--- config.mk ---
export PLATFORM = sky130hd
export DESIGN_NAME = rpt_top
export DESIGN_NICKNAME = d
export VERILOG_FILES = /design/src/rpt_pkg.sv /design/src/rpt_top.sv /design/src/rpt_sync.sv
export VERILOG_INCLUDE_DIRS = /design/src /design/src/src
export SDC_FILE = /design/constraint.sdc
export NUM_CORES = 1
export LEC_CHECK = 0
export BUFFER_PORTS_ARGS = -buffer_cell sky130_fd_sc_hd__buf_2
export CAP_MARGIN = 5
export CORE_UTILIZATION = 57
export CTS_CLUSTER_DIAMETER = 30
export DETAILED_ROUTE_END_ITERATION = 7
export PLACE_DENSITY = 0.91
export SYNTH_ARGS = -nofsm -noshare
export SYNTH_HDL_FRONTEND = slang
export SYNTH_SLANG_ARGS = --single-unit
--- constraint.sdc ---
create_clock -name i_ref_clk -period 4.9 [get_ports i_ref_clk]
set_input_delay 0.98 -clock i_ref_clk [delete_from_list [all_inputs] [get_ports i_ref_clk]]
set_output_delay 0.98 -clock i_ref_clk [all_outputs]
set_load 0.1 [all_outputs]
--- src/rpt_cfg.svh ---
// Purpose: Offsets, bit positions and reset values of the remote process TTL I/O block.
// Assumes: One aligned 32-bit word per register on the APB slave.
// Notes:   Definitions only.
`ifndef RPT_CFG_SVH
`define RPT_CFG_SVH

// Register byte offsets.
`define RPT_OFS_CHAN_ACTIVE   8'h00
`define RPT_OFS_CONTROL       8'h04
`define RPT_OFS_REMOTE_STATUS 8'h08
`define RPT_OFS_REMOTE_LEVEL  8'h0c
`define RPT_OFS_PROCESS_IN    8'h10

// Reset values.
`define RPT_RST_CHAN_ACTIVE   8'h00
`define RPT_RST_CONTROL       1'h1
`define RPT_RST_PIRANI_ON     1'h1

// Remote input bit positions in the synchronised vector.
`define RPT_IN_GAUGE_ONE      0
`define RPT_IN_GAUGE_TWO      1
`define RPT_IN_DEGAS          2
`define RPT_IN_LOCKOUT        3
`define RPT_IN_KEYPAD         4
`define RPT_IN_PIRANI_ONE     5
`define RPT_IN_PIRANI_TWO     6
`define RPT_IN_LOG_CLEAR      7
`define RPT_IN_INHIBIT        8
`define RPT_IN_FIL_ONE        9
`define RPT_IN_FIL_TWO        10
`define RPT_IN_PANEL          11

// Status register bit positions.
`define RPT_ST_ION_ONE        0
`define RPT_ST_ION_TWO        1
`define RPT_ST_DEGAS          2
`define RPT_ST_PIRANI_ONE     3
`define RPT_ST_PIRANI_TWO     4
`define RPT_ST_FIL_ONE        5
`define RPT_ST_FIL_TWO        6
`define RPT_ST_KEYS_OFF       7
`define RPT_ST_PANEL_OFF      8

`endif

--- src/rpt_pkg.sv ---
// Purpose: Types shared by the remote process TTL I/O block.
// Assumes: Constants live in rpt_cfg.svh.
// Notes:   Widths follow the documented line counts.
package rpt_pkg;
    typedef logic [11:0] rpt_remote_t;
    typedef logic [7:0]  rpt_chan_t;
    typedef enum logic [2:0] {
        RPT_SEL_NONE,
        RPT_SEL_CHAN,
        RPT_SEL_CONTROL,
        RPT_SEL_STATUS,
        RPT_SEL_LEVEL,
        RPT_SEL_PROCIN
    } rpt_sel_e;
endpackage

--- src/rpt_top.sv ---
// Purpose: Remote control and process channel TTL logic with an APB register slave.
// Assumes: All pins pass external opto-isolators and arrive asynchronously.
// Notes:   The APB slave answers with one wait-free access phase.
// Function
// RQ1 - A falling edge on the first gauge command turns ion gauge one emission on and a rising edge turns it off.
// RQ2 - A falling edge on the second gauge command turns ion gauge two emission on and a rising edge turns it off.
// RQ3 - A falling edge on the degas command starts degassing and a rising edge stops it.
// RQ4 - While the lockout line is low, emission of both ion gauges is held off.
// RQ5 - A low keypad inhibit disables the gauge keys and a low panel inhibit disables touchscreen and keypad.
// RQ6 - A falling edge on the first Pirani shutdown turns Pirani one off and a rising edge turns it on.
// RQ7 - A falling edge on the second Pirani shutdown turns Pirani two off and a rising edge turns it on.
// RQ8 - A falling edge on the log clear line clears the data log once and a rising edge does nothing.
// RQ9 - While the remote inhibit level is high, gauge, degas and filament edges are ignored.
// RQ10 - A falling edge on either filament line selects it, and a rising edge deselects only filament two.
// RQ11 - Each edge command acts once per transition, never on a held level.
// RQ12 - Each of eight process outputs is low while its channel is active and high otherwise.
// RQ13 - Each of eight process inputs counts as asserted when the far side pulls it low.
// RQ14 - Each of eight relays closes its normally-open contact while its channel is active.
// RQ15 - Every input is synchronised and edges come from comparing each sample with the previous one.
// RQ16 - No edge is reported after reset until a first synchronised sample is held.
//
// The register addresses and the APB register port were left to the implementer.
`timescale 1ns/1ps
`include "rpt_cfg.svh"
module rpt_top #(
    parameter int CHANNELS = 8,
    parameter int AW       = 8
) (
    // Clock and reset
    input  wire logic                i_ref_clk,
    input  wire logic                i_rst_n,
    // APB slave
    input  wire logic                i_psel,
    input  wire logic                i_penable,
    input  wire logic                i_pwrite,
    input  wire logic [AW-1:0]       i_paddr,
    input  wire logic [31:0]         i_pwdata,
    output logic      [31:0]         o_prdata,
    output logic                     o_pready,
    output logic                     o_pslverr,
    // Remote control pins
    input  wire logic                i_gauge_one_emission_cmd,
    input  wire logic                i_gauge_two_emission_cmd,
    input  wire logic                i_degas_cmd,
    input  wire logic                i_emission_lockout_n,
    input  wire logic                i_gauge_keypad_inhibit_n,
    input  wire logic                i_pirani_one_shutdown_cmd,
    input  wire logic                i_pirani_two_shutdown_cmd,
    input  wire logic                i_log_clear_cmd,
    input  wire logic                i_remote_inhibit_level,
    input  wire logic                i_filament_one_select_cmd,
    input  wire logic                i_filament_two_select_cmd,
    input  wire logic                i_panel_inhibit_n,
    // Process channel pins
    input  wire rpt_pkg::rpt_chan_t  i_process_in_n,
    output rpt_pkg::rpt_chan_t       o_process_out_n,
    output rpt_pkg::rpt_chan_t       o_relay_active,
    // Instrument controls
    output logic                     o_ion_gauge_one_emission,
    output logic                     o_ion_gauge_two_emission,
    output logic                     o_degas_active,
    output logic                     o_pirani_gauge_one_on,
    output logic                     o_pirani_gauge_two_on,
    output logic                     o_filament_one_on,
    output logic                     o_filament_two_on,
    output logic                     o_gauge_keys_disabled,
    output logic                     o_panel_disabled,
    output logic                     o_log_clear,
    output rpt_pkg::rpt_chan_t       o_process_in_active
);
    import rpt_pkg::*;

    rpt_remote_t lvl;
    rpt_remote_t prev;
    rpt_remote_t fall;
    rpt_remote_t rise;
    rpt_chan_t   proc_lvl;
    logic        rem_valid;
    logic        proc_valid;
    logic        seen;
    logic        cmd_ok;
    rpt_chan_t   chan_active;
    logic        remote_enable;
    rpt_sel_e    sel;
    logic [31:0] next_rdata;
    logic        next_err;
    logic        setup;
    logic        wr_take;

    // Remote and process lines are filtered separately so each group has its own start flag.
    rpt_sync #(
        .W (12)
    ) u_remote_sync (
        .i_ref_clk (i_ref_clk),
        .i_rst_n   (i_rst_n),
        .i_async   ({i_panel_inhibit_n, i_filament_two_select_cmd, i_filament_one_select_cmd,
                     i_remote_inhibit_level, i_log_clear_cmd, i_pirani_two_shutdown_cmd,
                     i_pirani_one_shutdown_cmd, i_gauge_keypad_inhibit_n, i_emission_lockout_n,
                     i_degas_cmd, i_gauge_two_emission_cmd, i_gauge_one_emission_cmd}),
        .o_level   (lvl),
        .o_valid   (rem_valid)
    ); // see RQ15

    rpt_sync #(
        .W (CHANNELS)
    ) u_process_sync (
        .i_ref_clk (i_ref_clk),
        .i_rst_n   (i_rst_n),
        .i_async   (i_process_in_n),
        .o_level   (proc_lvl),
        .o_valid   (proc_valid)
    ); // see RQ15

    // The previous sample is only trusted once it was itself a filtered value.
    always_ff @(posedge i_ref_clk) begin
        if (!i_rst_n) begin
            prev <= '1;
            seen <= 1'b0;
        end else begin
            prev <= lvl; // see RQ15
            seen <= rem_valid; // see RQ16
        end
    end

    always_comb begin
        fall = (seen && rem_valid) ? (prev & ~lvl) : '0; // see RQ11
        rise = (seen && rem_valid) ? (~prev & lvl) : '0; // see RQ11
    end

    assign cmd_ok = !lvl[`RPT_IN_INHIBIT] && remote_enable; // see RQ9

    // Lockout clears the stored state, so emission stays off after release until a new edge.
    always_ff @(posedge i_ref_clk) begin
        if (!i_rst_n) begin
            o_ion_gauge_one_emission <= 1'b0;
            o_ion_gauge_two_emission <= 1'b0;
        end else if (seen && !lvl[`RPT_IN_LOCKOUT]) begin
            o_ion_gauge_one_emission <= 1'b0; // see RQ4
            o_ion_gauge_two_emission <= 1'b0; // see RQ4
        end else if (cmd_ok) begin
            if (fall[`RPT_IN_GAUGE_ONE]) begin
                o_ion_gauge_one_emission <= 1'b1; // see RQ1
            end else if (rise[`RPT_IN_GAUGE_ONE]) begin
                o_ion_gauge_one_emission <= 1'b0; // see RQ1
            end
            if (fall[`RPT_IN_GAUGE_TWO]) begin
                o_ion_gauge_two_emission <= 1'b1; // see RQ2
            end else if (rise[`RPT_IN_GAUGE_TWO]) begin
                o_ion_gauge_two_emission <= 1'b0; // see RQ2
            end
        end
    end

    always_ff @(posedge i_ref_clk) begin
        if (!i_rst_n) begin
            o_degas_active <= 1'b0;
        end else if (cmd_ok && fall[`RPT_IN_DEGAS]) begin
            o_degas_active <= 1'b1; // see RQ3
        end else if (cmd_ok && rise[`RPT_IN_DEGAS]) begin
            o_degas_active <= 1'b0; // see RQ3
        end
    end

    // Filament one has no rising action, so it stays selected until reset.
    always_ff @(posedge i_ref_clk) begin
        if (!i_rst_n) begin
            o_filament_one_on <= 1'b0;
            o_filament_two_on <= 1'b0;
        end else if (cmd_ok) begin
            if (fall[`RPT_IN_FIL_ONE]) begin
                o_filament_one_on <= 1'b1; // see RQ10
            end
            if (fall[`RPT_IN_FIL_TWO]) begin
                o_filament_two_on <= 1'b1; // see RQ10
            end else if (rise[`RPT_IN_FIL_TWO]) begin
                o_filament_two_on <= 1'b0; // see RQ10
            end
        end
    end

    // Pirani shutdown is not subject to the remote inhibit level.
    always_ff @(posedge i_ref_clk) begin
        if (!i_rst_n) begin
            o_pirani_gauge_one_on <= `RPT_RST_PIRANI_ON;
            o_pirani_gauge_two_on <= `RPT_RST_PIRANI_ON;
        end else begin
            if (fall[`RPT_IN_PIRANI_ONE]) begin
                o_pirani_gauge_one_on <= 1'b0; // see RQ6
            end else if (rise[`RPT_IN_PIRANI_ONE]) begin
                o_pirani_gauge_one_on <= 1'b1; // see RQ6
            end
            if (fall[`RPT_IN_PIRANI_TWO]) begin
                o_pirani_gauge_two_on <= 1'b0; // see RQ7
            end else if (rise[`RPT_IN_PIRANI_TWO]) begin
                o_pirani_gauge_two_on <= 1'b1; // see RQ7
            end
        end
    end

    always_ff @(posedge i_ref_clk) begin
        if (!i_rst_n) begin
            o_log_clear           <= 1'b0;
            o_gauge_keys_disabled <= 1'b0;
            o_panel_disabled      <= 1'b0;
        end else begin
            o_log_clear           <= fall[`RPT_IN_LOG_CLEAR]; // see RQ8
            o_gauge_keys_disabled <= seen && !lvl[`RPT_IN_KEYPAD]; // see RQ5
            o_panel_disabled      <= seen && !lvl[`RPT_IN_PANEL]; // see RQ5
        end
    end

    // Process outputs and relays follow the software channel state.
    always_ff @(posedge i_ref_clk) begin
        if (!i_rst_n) begin
            o_process_out_n     <= ~`RPT_RST_CHAN_ACTIVE;
            o_relay_active      <= `RPT_RST_CHAN_ACTIVE;
            o_process_in_active <= '0;
        end else begin
            o_process_out_n     <= ~chan_active; // see RQ12
            o_relay_active      <= chan_active; // see RQ14
            o_process_in_active <= proc_valid ? ~proc_lvl : '0; // see RQ13
        end
    end

    // APB slave: read data is latched in the setup cycle so the access phase needs no wait.
    assign setup    = i_psel && !i_penable;
    assign wr_take  = i_psel && i_penable && i_pwrite;
    assign o_pready = 1'b1;

    always_comb begin
        if (i_paddr == `RPT_OFS_CHAN_ACTIVE) begin
            sel = RPT_SEL_CHAN;
        end else if (i_paddr == `RPT_OFS_CONTROL) begin
            sel = RPT_SEL_CONTROL;
        end else if (i_paddr == `RPT_OFS_REMOTE_STATUS) begin
            sel = RPT_SEL_STATUS;
        end else if (i_paddr == `RPT_OFS_REMOTE_LEVEL) begin
            sel = RPT_SEL_LEVEL;
        end else if (i_paddr == `RPT_OFS_PROCESS_IN) begin
            sel = RPT_SEL_PROCIN;
        end else begin
            sel = RPT_SEL_NONE;
        end
    end

    always_comb begin
        next_rdata = 32'h0000_0000;
        next_err   = 1'b0;
        case (sel)
            RPT_SEL_CHAN: begin
                next_rdata[7:0] = chan_active;
            end
            RPT_SEL_CONTROL: begin
                next_rdata[0] = remote_enable;
            end
            RPT_SEL_STATUS: begin
                next_rdata[`RPT_ST_ION_ONE]    = o_ion_gauge_one_emission;
                next_rdata[`RPT_ST_ION_TWO]    = o_ion_gauge_two_emission;
                next_rdata[`RPT_ST_DEGAS]      = o_degas_active;
                next_rdata[`RPT_ST_PIRANI_ONE] = o_pirani_gauge_one_on;
                next_rdata[`RPT_ST_PIRANI_TWO] = o_pirani_gauge_two_on;
                next_rdata[`RPT_ST_FIL_ONE]    = o_filament_one_on;
                next_rdata[`RPT_ST_FIL_TWO]    = o_filament_two_on;
                next_rdata[`RPT_ST_KEYS_OFF]   = o_gauge_keys_disabled;
                next_rdata[`RPT_ST_PANEL_OFF]  = o_panel_disabled;
            end
            RPT_SEL_LEVEL: begin
                next_rdata[11:0] = lvl;
            end
            RPT_SEL_PROCIN: begin
                next_rdata[7:0] = o_process_in_active;
            end
            default: begin
                next_err = 1'b1;
            end
        endcase
    end

    always_ff @(posedge i_ref_clk) begin
        if (!i_rst_n) begin
            o_prdata  <= 32'h0000_0000;
            o_pslverr <= 1'b0;
        end else if (setup) begin
            o_prdata  <= i_pwrite ? 32'h0000_0000 : next_rdata;
            o_pslverr <= next_err || (i_pwrite && sel != RPT_SEL_CHAN && sel != RPT_SEL_CONTROL);
        end
    end

    always_ff @(posedge i_ref_clk) begin
        if (!i_rst_n) begin
            chan_active   <= `RPT_RST_CHAN_ACTIVE;
            remote_enable <= `RPT_RST_CONTROL;
        end else if (wr_take && sel == RPT_SEL_CHAN) begin
            chan_active   <= i_pwdata[7:0];
        end else if (wr_take && sel == RPT_SEL_CONTROL) begin
            remote_enable <= i_pwdata[0];
        end
    end

    a_gauge_one_on: assert property (@(posedge i_ref_clk) disable iff (!i_rst_n) // see RQ1
        fall[`RPT_IN_GAUGE_ONE] && cmd_ok && lvl[`RPT_IN_LOCKOUT] |=> o_ion_gauge_one_emission)
        else $error("gauge one emission did not start on a falling command");

    a_gauge_two_off: assert property (@(posedge i_ref_clk) disable iff (!i_rst_n) // see RQ2
        rise[`RPT_IN_GAUGE_TWO] && cmd_ok |=> !o_ion_gauge_two_emission)
        else $error("gauge two emission did not stop on a rising command");

    a_degas_start: assert property (@(posedge i_ref_clk) disable iff (!i_rst_n) // see RQ3
        fall[`RPT_IN_DEGAS] && cmd_ok |=> o_degas_active)
        else $error("degas did not start on a falling command");

    a_lockout_holds: assert property (@(posedge i_ref_clk) disable iff (!i_rst_n) // see RQ4
        seen && !lvl[`RPT_IN_LOCKOUT] |=> !o_ion_gauge_one_emission && !o_ion_gauge_two_emission)
        else $error("emission active during lockout");

    a_panel_inhibit: assert property (@(posedge i_ref_clk) disable iff (!i_rst_n) // see RQ5
        seen && !lvl[`RPT_IN_PANEL] && !lvl[`RPT_IN_KEYPAD] |=> o_panel_disabled && o_gauge_keys_disabled)
        else $error("panel or keys not disabled by a low inhibit");

    a_pirani_off: assert property (@(posedge i_ref_clk) disable iff (!i_rst_n) // see RQ6
        fall[`RPT_IN_PIRANI_ONE] |=> !o_pirani_gauge_one_on)
        else $error("Pirani one stayed on after a falling shutdown");

    a_log_clear_once: assert property (@(posedge i_ref_clk) disable iff (!i_rst_n) // see RQ8
        o_log_clear |-> $past(fall[`RPT_IN_LOG_CLEAR]) && !$past(rise[`RPT_IN_LOG_CLEAR]))
        else $error("log clear pulse without a falling edge");

    a_inhibit_blocks: assert property (@(posedge i_ref_clk) disable iff (!i_rst_n) // see RQ9
        seen && lvl[`RPT_IN_INHIBIT] |=> o_degas_active == $past(o_degas_active)
            && o_filament_two_on == $past(o_filament_two_on))
        else $error("command acted while remote inhibit was high");

    a_fil_two_off: assert property (@(posedge i_ref_clk) disable iff (!i_rst_n) // see RQ10
        rise[`RPT_IN_FIL_TWO] && cmd_ok |=> !o_filament_two_on)
        else $error("filament two stayed on after a rising command");

    a_chan_drive: assert property (@(posedge i_ref_clk) disable iff (!i_rst_n) // see RQ12
        wr_take && sel == RPT_SEL_CHAN |=> ##1 o_process_out_n == ~$past(i_pwdata[7:0], 2)
            && o_relay_active == $past(i_pwdata[7:0], 2))
        else $error("channel outputs or relays do not follow the channel register");

    // Checked on the outputs, so a line idling low at start-up cannot fake a command.
    a_startup_quiet: assert property (@(posedge i_ref_clk) disable iff (!i_rst_n) // see RQ16
        !seen |=> !o_ion_gauge_one_emission && !o_ion_gauge_two_emission && !o_degas_active
            && !o_filament_one_on && !o_filament_two_on && !o_log_clear
            && o_pirani_gauge_one_on && o_pirani_gauge_two_on)
        else $error("command acted before the first sample was held");
endmodule

--- src/rpt_sync.sv ---
// Purpose: Three-stage input synchroniser with agreement filter.
// Assumes: Inputs are asynchronous to i_ref_clk.
// Notes:   o_valid rises once the first filtered sample is held.
`timescale 1ns/1ps
module rpt_sync #(
    parameter int W = 12
) (
    // Clock and reset
    input  wire logic         i_ref_clk,
    input  wire logic         i_rst_n,
    // Asynchronous lines
    input  wire logic [W-1:0] i_async,
    // Filtered levels
    output logic      [W-1:0] o_level,
    output logic              o_valid
);
    logic [W-1:0] meta;
    logic [W-1:0] stage2;
    logic [W-1:0] stage3;
    logic [1:0]   fill;

    // The first stage feeds only the second one.
    always_ff @(posedge i_ref_clk) begin
        if (!i_rst_n) begin
            meta   <= '0;
            stage2 <= '0;
            stage3 <= '0;
        end else begin
            meta   <= i_async;
            stage2 <= meta;
            stage3 <= stage2;
        end
    end

    always_ff @(posedge i_ref_clk) begin
        if (!i_rst_n) begin
            fill <= 2'h0;
        end else if (fill != 2'h3) begin
            fill <= fill + 2'h1;
        end
    end

    // After the first load, a line changes only when the second and third stages agree, so one noisy sample is dropped.
    genvar g;
    generate
        for (g = 0; g < W; g++) begin : g_bit
            always_ff @(posedge i_ref_clk) begin
                if (!i_rst_n) begin
                    o_level[g] <= 1'b1;
                end else if (fill == 2'h3 && !o_valid) begin
                    o_level[g] <= stage3[g];
                end else if (o_valid && stage2[g] == stage3[g]) begin
                    o_level[g] <= stage3[g];
                end
            end
        end
    endgenerate

    always_ff @(posedge i_ref_clk) begin
        if (!i_rst_n) begin
            o_valid <= 1'b0;
        end else if (fill == 2'h3) begin
            o_valid <= 1'b1;
        end
    end
endmodule

; ---- Yosys cells after proc, flatten, opt, wreduce, memory -nomap -nowiden
; Cells that the tools add are included.
[word_totals]
ff_bits = 174
input_bits = 65
out_inout_bits = 68
elab_cells = 239
[classes]
addsub = 2
n_eq_ne = 35
mux = 65
bitwise_logic = 8
n_reduce_logical = 80
[ops]
columns = op, n
row1 = $mux 1, 53
row2 = $reduce_bool 2->1, 26
row3 = $logic_and 1x1->1, 36
row4 = $pmux 7 s4, 1
row5 = $and 11x11->11, 2
row6 = $mux 11, 2
row7 = $not 11->11, 2
row8 = $eq 1x1->1, 20
row9 = $mux 3, 6
row10 = $eq 8x4->1 const B, 2
row11 = $not 8->8, 2
row12 = $reduce_and 2->1, 7
row13 = $mux 12, 1
row14 = $eq 8x3->1 const B, 1
row15 = $eq 8x5->1 const B, 1
row16 = $logic_not 8->1, 1
row17 = $logic_not 1->1, 7
row18 = $eq 3x2->1 const B, 2
row19 = $eq 3x3->1 const B, 2
row20 = $pmux 1 s5, 1
row21 = $reduce_or 5->1, 1
row22 = $add 2x1->2 const B, 2
row23 = $eq 2x2->1 const B, 2
row24 = $ne 2x2->1 const B, 2
row25 = other kinds (7), 8

; ---- Depth between registers and ports, before layout
; Gate-level depths: netlist of the first run.
[depth]
ltp_word = 10
mapped_depth = 5
mapped_depth_nobuf = 4

; ---- Hierarchy
; A second synthesis of the first run with hierarchy kept.
[unflattened]
hier_cells = 536
area_unflattened_um2 = 5459.0
[modules_own_cells]
columns = module, n_inst, cells_per_inst, area_each_um2, seq_area_each_um2
row1 = rpt_top, 1, 272, 2546.2, 1301.2
row2 = rpt_sync (u_remote_sync), 1, 158, 1695.4, 1021.0
row3 = rpt_sync (u_process_sync), 1, 106, 1217.4, 700.7

; ---- Worst setup path before layout of the first run
; Ideal clock, no wire load.
[synth_path]
path_type = input -> register
from = in i_paddr[1]
to = reg chan_active[0]
setup_time_ns = 0.072
arrival_time_ns = 2.373
required_ns = 4.828
slack_ns = 2.455
stages = 4
path_buffers = 1
cell_sequence = or4_4 -> buf_6 -> nor4_4 -> mux2i_1
[synth_via]
elab_chain_cells = 8
word_cells_on_any_way = 12
cone_classes = eq/ne: 5 / mux: 5 / reduce/logical: 2
[synth_lines]
columns = element, line_no
row1 = start: declaration, rpt_top.sv:36  ; input wire logic [AW-1:0] i_paddr,
row2 = $eq 8x5->1 (no line), n/a
row3 = $mux 3, rpt_top.sv:239  ; end else if (i_paddr == `RPT_OFS_PROCESS_IN) begin
row4 = $mux 3, rpt_top.sv:237  ; end else if (i_paddr == `RPT_OFS_REMOTE_LEVEL) begin
row5 = $mux 3, rpt_top.sv:235  ; end else if (i_paddr == `RPT_OFS_REMOTE_STATUS) begin
row6 = $mux 3, rpt_top.sv:233  ; end else if (i_paddr == `RPT_OFS_CONTROL) begin
row7 = $mux 3 *, rpt_top.sv:231  ; if (i_paddr == `RPT_OFS_CHAN_ACTIVE) begin
row8 = $eq 3x1->1 *, rpt_top.sv:293  ; end else if (wr_take && sel == RPT_SEL_CHAN) begin
row9 = $logic_and 1x1->1 *, rpt_top.sv:293
row10 = end signal: assignment, rpt_top.sv:291  ; chan_active <= `RPT_RST_CHAN_ACTIVE;
row11 = end signal: assignment, rpt_top.sv:294  ; chan_active <= i_pwdata[7:0];
row12 = end: declaration, rpt_top.sv:82  ; rpt_chan_t chan_active;
; Every way passes the cells marked *; elsewhere a longest branch is shown, timed or not.
; A chain may end at the register's enable or synchronous reset.

; ---- Worst setup path in the final report of the first run
[layout_path]
from = reg o_pirani_gauge_two_on
to = out o_pirani_gauge_two_on
[layout_rtl]
columns = element, line_no
row1 = start: declaration, rpt_top.sv:63  ; output logic o_pirani_gauge_two_on,
row2 = start signal: assignment, rpt_top.sv:185  ; o_pirani_gauge_two_on <= `RPT_RST_PIRANI_ON;
; No word-level cell between the ends.

==> results of run 1 <==
## metal layers
metal | track usage | vias to the layer above | wire [um]
met5 | 0 | - | 0
met4 | 0.1256 | 0 | 393
met3 | 0.07098 | 45 | 743
met2 | 0.3953 | 199 | 5439
met1 | 0.2689 | 1824 | 4700
li1 | - | 1931 | -
## synthesized netlist by cell type (all sizes together)
master  number  area, um2
a211oi      37      277.8
a21oi        7      35.03
a22o        12      105.1
a31oi        5      31.28
and2        64      400.4
and4b        1      10.01
buf         29      197.7
clkbuf      21      78.83
conb         2      7.510
dfxtp      151       3023
ha           2      25.02
inv         15      56.30
mux2         1      11.26
mux2i       27      270.3
nand2       18      67.56
nand2b      14      87.58
nand3        2      10.01
nand3b       3      22.52
nand4b       2      17.52
nor2        32      120.1
nor2b       21      131.4
nor3         1      5.000
nor3b        1      7.510
nor4         4      55.05
o211ai       3      22.52
o21a         3      22.52
o21ai        8      40.04
o221ai       1      8.760
o22ai        8      50.05
o31ai       20      150.1
o41ai        1      8.760
or2          2      12.51
or4          2      18.77
or4bb        2      22.52
xnor2        2      17.52
## per-stage QoR
| step | setup slack [ns] | power [mW] | cell area, um2 |
|---|---|---|---|
| after detailed placement | 2.199 | 1.803 | 5827 |
| after global placement | 2.257 | 1.769 | 5827 |
| after global routing | 2.490 | 3.147 | 6425 |
| final | 2.543 | 3.035 | 6425 |
| after CTS | 2.527 | 3.046 | 6425 |
| after floorplan | 2.455 | 1.725 | 5499 |
## placed cells by master (no fill, tap or decap), types with 2 or more instances in the layout
cell,instances
a31oi_1,5
o31ai_1,20
inv_6,2
o211ai_1,3
conb_1,21
or4bb_1,2
a21oi_1,7
nand4b_1,2
nor2b_1,21
dfxtp_1,151
and2_1,64
nor4_4,2
clkinv_8,6
nand2b_1,14
xnor2_1,2
o21a_1,3
mux2i_1,27
or2_2,2
nand2_1,18
clkbuf_16,16
nor2_1,32
o22ai_1,8
a22o_1,12
clkinv_4,4
inv_1,15
buf_2,87
inv_8,3
ha_1,2
nor4_1,2
a211oi_1,37
nand3_1,2
nand3b_1,3
o21ai_0,8
## state kept, by name, indices dropped and copies added (netlist names), 12 cells and up
register               count
u_remote_sync.stage3      12
o_prdata                  12
u_remote_sync.stage2      12
u_remote_sync.o_level     12
u_remote_sync.meta        12
## how the worst max path moves through the flow
stage               slack, ns                   from                     to
floorplan                2.46             i_paddr[1]         chan_active[0]
global placement         2.26             i_paddr[1]         chan_active[4]
detailed placement       2.20             i_paddr[1]         chan_active[1]
CTS                      2.53  o_pirani_gauge_two_on  o_pirani_gauge_two_on
global route             2.49  o_pirani_gauge_two_on  o_pirani_gauge_two_on
finish                   2.54  o_pirani_gauge_two_on  o_pirani_gauge_two_on
## cells by family after synthesis
group,after synthesis,share of synthesized area
other,2,0.001384
and+or+nand+nor,169,0.1821
DFF,151,0.5569
buffers and inverters,65,0.06132
adders and majority gates,2,0.004610
muxes,28,0.05187
AOI/OAI and AO/OA,105,0.1385
xor gates and xnor gates,2,0.003228
## power breakdown
group | internal, mW | switching [mW]
registers | 1.32 | 0.0989
clock network | 0.663 | 0.579
logic | 0.145 | 0.231
## area by class of cell
class / instances / area share
inverter: 15 / 0.008763
tap: 129 / 0.02512
clock buffer: 17 / 0.06446
sequential: 151 / 0.4705
multi-input combinational: 327 / 0.3336
timing repair buffer: 88 / 0.06894
clock inverter: 15 / 0.02863
==> flow_metrics.py, run 1 <==
metrics = {
    "clocking": {
        "hold_buffers": 0,
        "cts_tree": "done",
        "cts.sinks": 151,
        "ctsResizeCount": 0,
        "cts_buffer_depth": 2,
        "path_clk_slew_ns": 0.07,
        "cts-htree-levels": 4,
        "clk_latency_ns": 0.53,
        "post-cts-setup-buffer-count": 0,
        "cts_made_buffers": 17,
        "root_buffer": "clkbuf_8",
    },
    "grt": {
        "grt_pass1_wl_um": 17950,
        "grt_usage": 0.2349,
        "antenna_found_initial": 0,
        "grt_max_degree": 122,
        "grt_overflow": 0,
        "grt_pass1_vias": 3773,
    },
    "worst_setup_path": {
        "crit_chain": "buf_2",
        "crit_arrival_ns": 1.38,
        "worstSetupStartpointType": "register",
        "path_depth": 1,
        "critPathTopFamily": "buffers and inverters",
        "timing.rr.end": "u_remote_sync.o_level[9]",
        "crit_type": "reg2out",
        "endpoint_kind": "output port",
        "worst_path_max_delay_cell": "buf_2",
        "critPathMaxStageDelay_ns": 0.45,
        "crit_fanout": 4,
        "r2r_cells": 3,
        "cp.required_ns": 3.92,
        "reg2reg_slack_ns": 3.12,
        "regToRegStartpoint": "u_remote_sync.o_valid",
        "path_buf_inv": 1,
    },
    "finish": {
        "areaGrowthSynthToFinish_pct": 18.37,
        "drive_above_1_share": 0.2055,
        "insertedDiodeCount": 0,
        "nFillCells": 661,
        "fin_util": 0.6953,
        "stdcell_count": 742,
        "ff_latch_area_um2": 3023,
        "multiInputGateArea_um2": 2143,
        "nNetsFinal": 667,
    },
    "die": {
        "dieArea_um2": 9916,
        "io-pin-count": 133,
        "die_y_um": 99.58,
        "row_count": 35,
        "die_w_um": 99.58,
        "initial_core_util": 0.5874,
        "core_area_um2": 9240,
    },
    "min_path": {
        "min_to": "u_remote_sync.stage2[4]",
        "whs_path_depth": 1,
        "hold_path.class": "reg2reg",
        "hold_start": "u_remote_sync.meta[4]",
    },
    "timing": {
        "fmax_ghz": 0.4243,
        "period_share": 0.4810,
        "rsz0062_at_grt": "false",
        "clock_skew_ns": 0.008431,
        "maxSlewHeadroom": 0.3361,
        "period_needed_ns": 2.357,
        "timing.hold.ws_ns": 0.4325,
        "worstMarginPinSlew_ns": 0.9959,
        "finalMaxSlewViolations": 0,
        "final_hold_viol_count": 0,
        "setup_viol": 0,
        "setup_tns_ns": 0,
    },
    "logic_synthesis": {
        "yosysSeqAreaShare": 0.5569,
        "synth_cell_types": 40,
        "netlist_instances": 524,
        "synth-seq-cells": 151,
        "syn_avg_cell_area_um2": 10.36,
        "syn_area_um2": 5428,
        "ys.warnings.count": 0,
    },
    "detailed_routing": {
        "wl_per_cell_um": 15.20,
        "drc": 0,
        "dr.pass1.iters": 5,
        "routed_wl_um": 11280,
        "drt_iter0_markers": 217,
        "vias_per_cell": 5.389,
        "antenna_left": 0,
        "vias": 3999,
    },
    "power": {
        "powerDensity_nw_per_um2": 472.4,
        "p_leak_nw": 2.808,
        "ir_drop_v": 0.0002398,
    },
    "placed_design": {
        "place_congestion": 0.8629,
        "dp.cells": 710,
        "dp.final_hpwl_um": 6932,
        "port_buffers": 87,
    },
    "flow_run": {
        "maxCapViolations": 0,
    },
    "outcome": {
        "status": "complete, no violations",
    },
}
Power figures use the tool's default switching activity.
==> run 2, diff against run 1 <==
Settings changed: ABC_AREA set to 1, CORE_UTILIZATION 57 to 52, PLACE_DENSITY 0.91 to 0.85.
Clock period 4.9 ns to 2.3 ns, I/O delays scaled along.
==> run 2 against run 1 <==
Die area increased by 8.5%. Largest power group unchanged. Final area increased by 0.29%. Global-route usage decreased by 1.4 points. Critical endpoint is now o_ion_gauge_one_emission. Critical path depth unchanged.
==> flow_metrics.py, run 2 <==
metrics = {
    "die": {
        "io-pin-count": 133,
        "core_area_um2": 9910,
        "initial_core_util": 0.5428,
        "dieArea_um2": 10750,
        "die_y_um": 103.7,
        "row_count": 36,
        "die_w_um": 103.7,
    },
    "clocking": {
        "cts_made_buffers": 17,
        "cts-htree-levels": 4,
        "root_buffer": "clkbuf_8",
        "path_clk_slew_ns": 0.06,
        "post-cts-setup-buffer-count": 0,
        "hold_buffers": 0,
        "cts_buffer_depth": 2,
        "clk_latency_ns": 0.52,
        "cts.sinks": 151,
        "cts_tree": "done",
        "ctsResizeCount": 0,
    },
    "placed_design": {
        "dp.cells": 854,
        "dp.final_hpwl_um": 7601,
        "place_congestion": 0.9211,
        "port_buffers": 87,
    },
    "worst_setup_path": {
        "crit_type": "reg2out",
        "crit_fanout": 4,
        "critPathTopFamily": "buffers and inverters",
        "path_buf_inv": 1,
        "cp.required_ns": 1.84,
        "crit_chain": "buf_2",
        "critPathMaxStageDelay_ns": 0.46,
        "endpoint_kind": "output port",
        "worst_path_max_delay_cell": "buf_2",
        "worstSetupStartpointType": "register",
        "crit_arrival_ns": 1.38,
    },
    "grt": {
        "antenna_found_initial": 0,
        "grt_max_degree": 92,
        "grt_usage": 0.2211,
        "grt_pass1_vias": 4144,
        "grt_overflow": 0,
        "grt_pass1_wl_um": 19000,
    },
    "finish": {
        "areaGrowthSynthToFinish_pct": 19.80,
        "drive_above_1_share": 0.1859,
        "nNetsFinal": 807,
        "insertedDiodeCount": 0,
        "stdcell_count": 886,
        "layout_common_cells": "nand2_1 (183), dfxtp_1 (151), inv_1 (89)",
        "mostFrequentLayoutCell": "nand2_1",
    },
    "timing": {
        "finalMaxSlewViolations": 0,
        "worstMarginPinSlew_ns": 0.6053,
        "clock_skew_ns": 0.005527,
        "setup_viol": 0,
        "maxSlewHeadroom": 0.5950,
        "setup_tns_ns": 0,
        "final_hold_viol_count": 0,
        "fmax_ghz": 0.5425,
        "period_needed_ns": 1.843,
        "rsz0062_at_grt": "false",
        "period_share": 0.8015,
    },
    "power": {
        "power_mw": 6.424,
        "p_leak_nw": 3.400,
        "ir_drop_v": 0.0004986,
        "powerDensity_nw_per_um2": 996.9,
    },
    "detailed_routing": {
        "antenna_left": 0,
        "routed_wl_um": 11500,
        "wl_per_cell_um": 12.98,
        "vias": 4326,
        "drc": 0,
        "dr.pass1.iters": 4,
        "drt_iter0_markers": 270,
        "vias_per_cell": 4.883,
    },
    "logic_synthesis": {
        "syn_area_um2": 5379,
        "synth_commonest_cells": "nand2_1 (183), dfxtp_1 (151), inv_1 (89)",
        "yosysTopAreaCell": "dfxtp_1",
        "ys.warnings.count": 0,
        "synthDominantCellAreaShare": 0.5620,
        "synth_top_family_by_area": "simple AND/OR/NAND/NOR gates",
        "synth_edf_count": 0,
        "yosysSeqAreaShare": 0.5620,
        "synth_most_common_cell": "nand2_1",
        "synth-simple-area-share": 0.2254,
        "synth_compound_area_frac": 0.08211,
        "ys.flop_type": "dfxtp_1",
        "synth_xor_area_frac": 0.01140,
        "synth_cell_types": 33,
        "synthArstFlopShare": 0,
        "muxShareOfSynthArea": 0,
        "netlist_instances": 653,
        "synth-seq-cells": 151,
        "syn_avg_cell_area_um2": 8.237,
        "synth_fa_ha_area_frac": 0.004652,
        "yosys-top-cells-area": "dfxtp_1 (56%), nand2_1 (13%), inv_1 (6.2%)",
    },
    "min_path": {
        "hold_path.class": "in2reg",
    },
    "flow_run": {
        "maxCapViolations": 0,
    },
    "outcome": {
        "status": "complete, no violations",
    },
}
[run 2: changes by cell type after synthesis, moves of 22 or more]
cell,change
nor2_1,+22
nand2_1,+165
and2_1,-64
inv_1,+74
mux2i_1,-27
a211oi_1,-35
[run 2: final timing paths]
check | cells after the start | end | from | slack [ns]
worst max-delay path | 1 | o_ion_gauge_one_emission | o_ion_gauge_one_emission | 0.46
worst min-delay path | 3 | u_remote_sync.meta[7] | i_log_clear_cmd | 0.11
worst max register to register | 5 | u_remote_sync.o_level[2] | u_remote_sync.o_valid | 0.59
worst min register to register | 2 | u_process_sync.stage2[2] | u_process_sync.meta[2] | 0.41
[run 2: worst min-delay path, stage by stage]
cell and delay, ns:
buf_2 0.07, nand2_1 0.04, inv_1 0.04
[run 2: metal layers]
metal	global-route usage	vias up	routed length (um)	part of all wire
li1	-	2155	-	-
met1	0.2524	1953	4796	0.42
met2	0.3816	181	5582	0.49
met3	0.05538	37	709	0.062
met4	0.1163	0	414	0.036
met5	0	-	0	0
[run 2: power by group]
group	switching (mW)	internal, mW
Combinational	0.470	0.188
Clock	1.05	1.79
Sequential	0.133	2.80
Total	1.65	4.78
[run 2: logic make-up after synthesis]
family,count (synthesis)
simple gates,285
flops,151
buf+inv,135
compound gates,71
xor+xnor,7
fa+ha+maj,2
other cells,2
[run 2: through the flow]
stage          setup slack, ns  area [um2]  hold WS [ns]    util
6_report                0.4566        6444        0.1131  0.6503
5_1_grt                 0.3559        6444        0.1135  0.6503
4_1_cts                 0.4448        6444        0.1036  0.6503
3_5_place_dp            0.5659        5832        0.3955  0.5885
3_3_place_gp            0.6045        5832        0.3966  0.5885
2_1_floorplan           0.8476        5450        0.3905       -
[run 2: layout make-up]
cell class / count / area [um2]
fill: 787 / 3466
sequential: 151 / 3023
multi-input combinational: 386 / 1819
timing repair buffer: 90 / 470.5
clock buffer: 20 / 435.4
inverter: 94 / 352.8
clock inverter: 12 / 176.4
tap: 133 / 166.4
==> run 3, diff against run 2 <==
Settings changed: ABC_AREA 1 to 0, CORE_UTILIZATION 52 to 47, PLACE_DENSITY 0.85 to 0.81.
Clock period 2.3 ns to 1.5 ns, I/O delays scaled along.
==> run 3 against run 2 <==
Global-route usage shrank 3.8 points. Power grew 55%. Wire length shrank 8.0%. Die area grew 11%. Setup slack lost 0.39 ns. Via count shrank 9.6%. Clock-buffer cell count shrank 3. Critical endpoint is now o_process_out_n[2]. Cell count shrank 13%. Non-clock buffer count grew 15. Clock skew grew 0.0025 ns.
==> flow_metrics.py, run 3 (synthesis results as in run 1) <==
metrics = {
    "clocking": {
        "cts_tree": "done",
        "root_buffer": "clkbuf_16",
        "cts.sinks": 151,
        "hold_buffers": 0,
        "clk_latency_ns": 0.40,
        "path_clk_slew_ns": 0.07,
        "cts-htree-levels": 4,
        "cts_made_buffers": 17,
        "cts_buffer_depth": 2,
    },
    "finish": {
        "stdcell_area_um2": 6693,
        "nFillCells": 909,
        "drive_above_1_share": 0.2286,
        "stdcell_count": 770,
        "mostFrequentLayoutCell": "dfxtp_1",
        "nNetsFinal": 684,
        "areaGrowthSynthToFinish_pct": 23.31,
        "insertedDiodeCount": 0,
        "layout_common_cells": "dfxtp_1 (150), and2_1 (64), buf_2 (57)",
    },
    "timing": {
        "setup_viol": 0,
        "rsz0062_at_grt": "false",
        "worstMarginPinSlew_ns": 0.8159,
        "period_share": 0.9560,
        "finalMaxSlewViolations": 0,
        "clock_skew_ns": 0.008009,
        "fmax_ghz": 0.6973,
        "final_hold_viol_count": 0,
        "maxSlewHeadroom": 0.4549,
        "period_needed_ns": 1.434,
    },
    "grt": {
        "antenna_found_initial": 0,
        "grt_pass1_vias": 3640,
        "grt_max_degree": 105,
        "grt_usage": 0.1833,
        "grt_overflow": 0,
        "grt_pass1_wl_um": 16830,
    },
    "detailed_routing": {
        "drc": 0,
        "dr.pass1.iters": 4,
        "vias_per_cell": 5.078,
        "vias": 3910,
        "drt_iter0_markers": 230,
        "wl_per_cell_um": 13.74,
        "routed_wl_um": 10580,
        "antenna_left": 0,
    },
    "worst_setup_path": {
        "worst_path_max_delay_cell": "buf_2",
        "path_buf_inv": 1,
        "regToRegStartpoint": "u_remote_sync.fill[0]",
        "endpoint": "o_process_out_n[2]",
        "crit_fanout": 1,
        "crit_chain": "buf_2",
        "endpoint_kind": "output port",
        "worstSetupStartpointType": "register",
        "path_depth": 1,
        "cp.required_ns": 1.20,
        "critPathTopFamily": "buffers and inverters",
        "timing.rr.end": "u_remote_sync.o_level[10]",
        "r2r_cells": 5,
        "reg2reg_slack_ns": 0.09,
        "crit_type": "reg2out",
        "crit_arrival_ns": 1.13,
        "critPathMaxStageDelay_ns": 0.42,
        "worstSetupStartpoint": "o_process_out_n[2]",
    },
    "placed_design": {
        "port_buffers": 87,
        "dp.cells": 738,
        "placed_cell_area_um2": 6035,
        "dp.final_hpwl_um": 7445,
        "place_congestion": 0.8988,
    },
    "power": {
        "intPower_mw": 7.185,
        "ir_drop_v": 0.0009936,
        "switching_share": 0.2777,
        "switchingPower_mw": 2.762,
        "pwr-share-clk": 0.410,
        "pwr-share-seq": 0.462,
        "pwr-share-comb": 0.128,
        "powerDensity_nw_per_um2": 1486,
        "p_leak_nw": 2.902,
    },
    "die": {
        "die_y_um": 109.5,
        "initial_core_util": 0.4921,
        "dieArea_um2": 11980,
        "io-pin-count": 133,
        "core_area_um2": 11030,
        "die_w_um": 109.5,
        "row_count": 38,
    },
    "flow_run": {
        "maxCapViolations": 0,
    },
    "min_path": {
        "hold_path.class": "in2reg",
        "whs_path_depth": 2,
    },
    "outcome": {
        "status": "complete, no violations",
    },
}
-- run 3: changes by cell type in the layout (fill, tap and decap cells not counted), moves of 23 or more --
cell | before | now
buf_2 | 87 | 57
inv_1 | 89 | 15
and2_1 | 0 | 64
nand2_1 | 183 | 18
buf_4 | 2 | 25
mux2i_1 | 0 | 27
a211oi_1 | 2 | 37
-- run 3: power groups by stage --
stage / registers, mW / clock network (mW) / logic, mW
6_report: 4.59 / 4.08 / 1.28
3_3_place_gp: 4.64 / 0 / 1.20
5_1_grt: 4.63 / 4.35 / 1.39
4_1_cts: 4.59 / 4.15 / 1.28
2_1_floorplan: 4.62 / 0 / 1.02
3_5_place_dp: 4.67 / 0 / 1.27
-- run 3: repair_timing --
action / CTS / global route
resized for setup: 11 / 18
buffers inserted: 0 / 0
endpoints found under the setup margin: 11 / 18
cloned: 0 / 0
-- run 3: layout make-up --
| cell class | instances | area, um2 | share of cell area |
|---|---|---|---|
| Clock buffer | 17 | 425.4 | 0.06356 |
| Multi-Input combinational cell | 327 | 2143 | 0.3202 |
| Clock inverter | 15 | 160.2 | 0.02393 |
| Tap cell | 140 | 175.2 | 0.02617 |
| Inverter | 15 | 56.30 | 0.008413 |
| Timing Repair Buffer | 105 | 708.2 | 0.1058 |
| Sequential cell | 151 | 3024 | 0.4519 |
-- run 3: how the worst min path moves through the flow --
stage	from	to	slack, ns
2_1_floorplan	i_rst_n	prev[7]	0.40
3_3_place_gp	chan_active[4]	o_process_out_n[4]	0.41
3_5_place_dp	chan_active[5]	o_process_out_n[5]	0.41
4_1_cts	i_process_in_n[2]	u_process_sync.meta[2]	0.08
5_1_grt	i_process_in_n[2]	u_process_sync.meta[2]	0.08
6_report	i_process_in_n[2]	u_process_sync.meta[2]	0.1
-- run 3: per-layer routing --
layer,track usage,share of wire
met3,0.05750,0.060
met4,0.07524,0.013
met5,0,0
met2,0.2983,0.46
met1,0.2245,0.46
-- run 3: metrics by stage --
| step | setup slack (ns) | power [mW] | TNS (ns) | utilization | hold WS, ns |
|---|---|---|---|---|---|
| global route | 0.002811 | 10.38 | 0 | 0.6067 | 0.08351 |
| global placement | -0.2557 | 5.845 | -4.528 | 0.5471 | 0.4136 |
| finish | 0.06595 | 9.947 | 0 | 0.6067 | 0.09929 |
| floorplan | -0.2645 | 5.638 | -2.895 | - | 0.3957 |
| detailed placement | -0.3116 | 5.939 | -5.409 | 0.5471 | 0.4136 |
| CTS | 0.001390 | 10.01 | 0 | 0.6027 | 0.07888 |
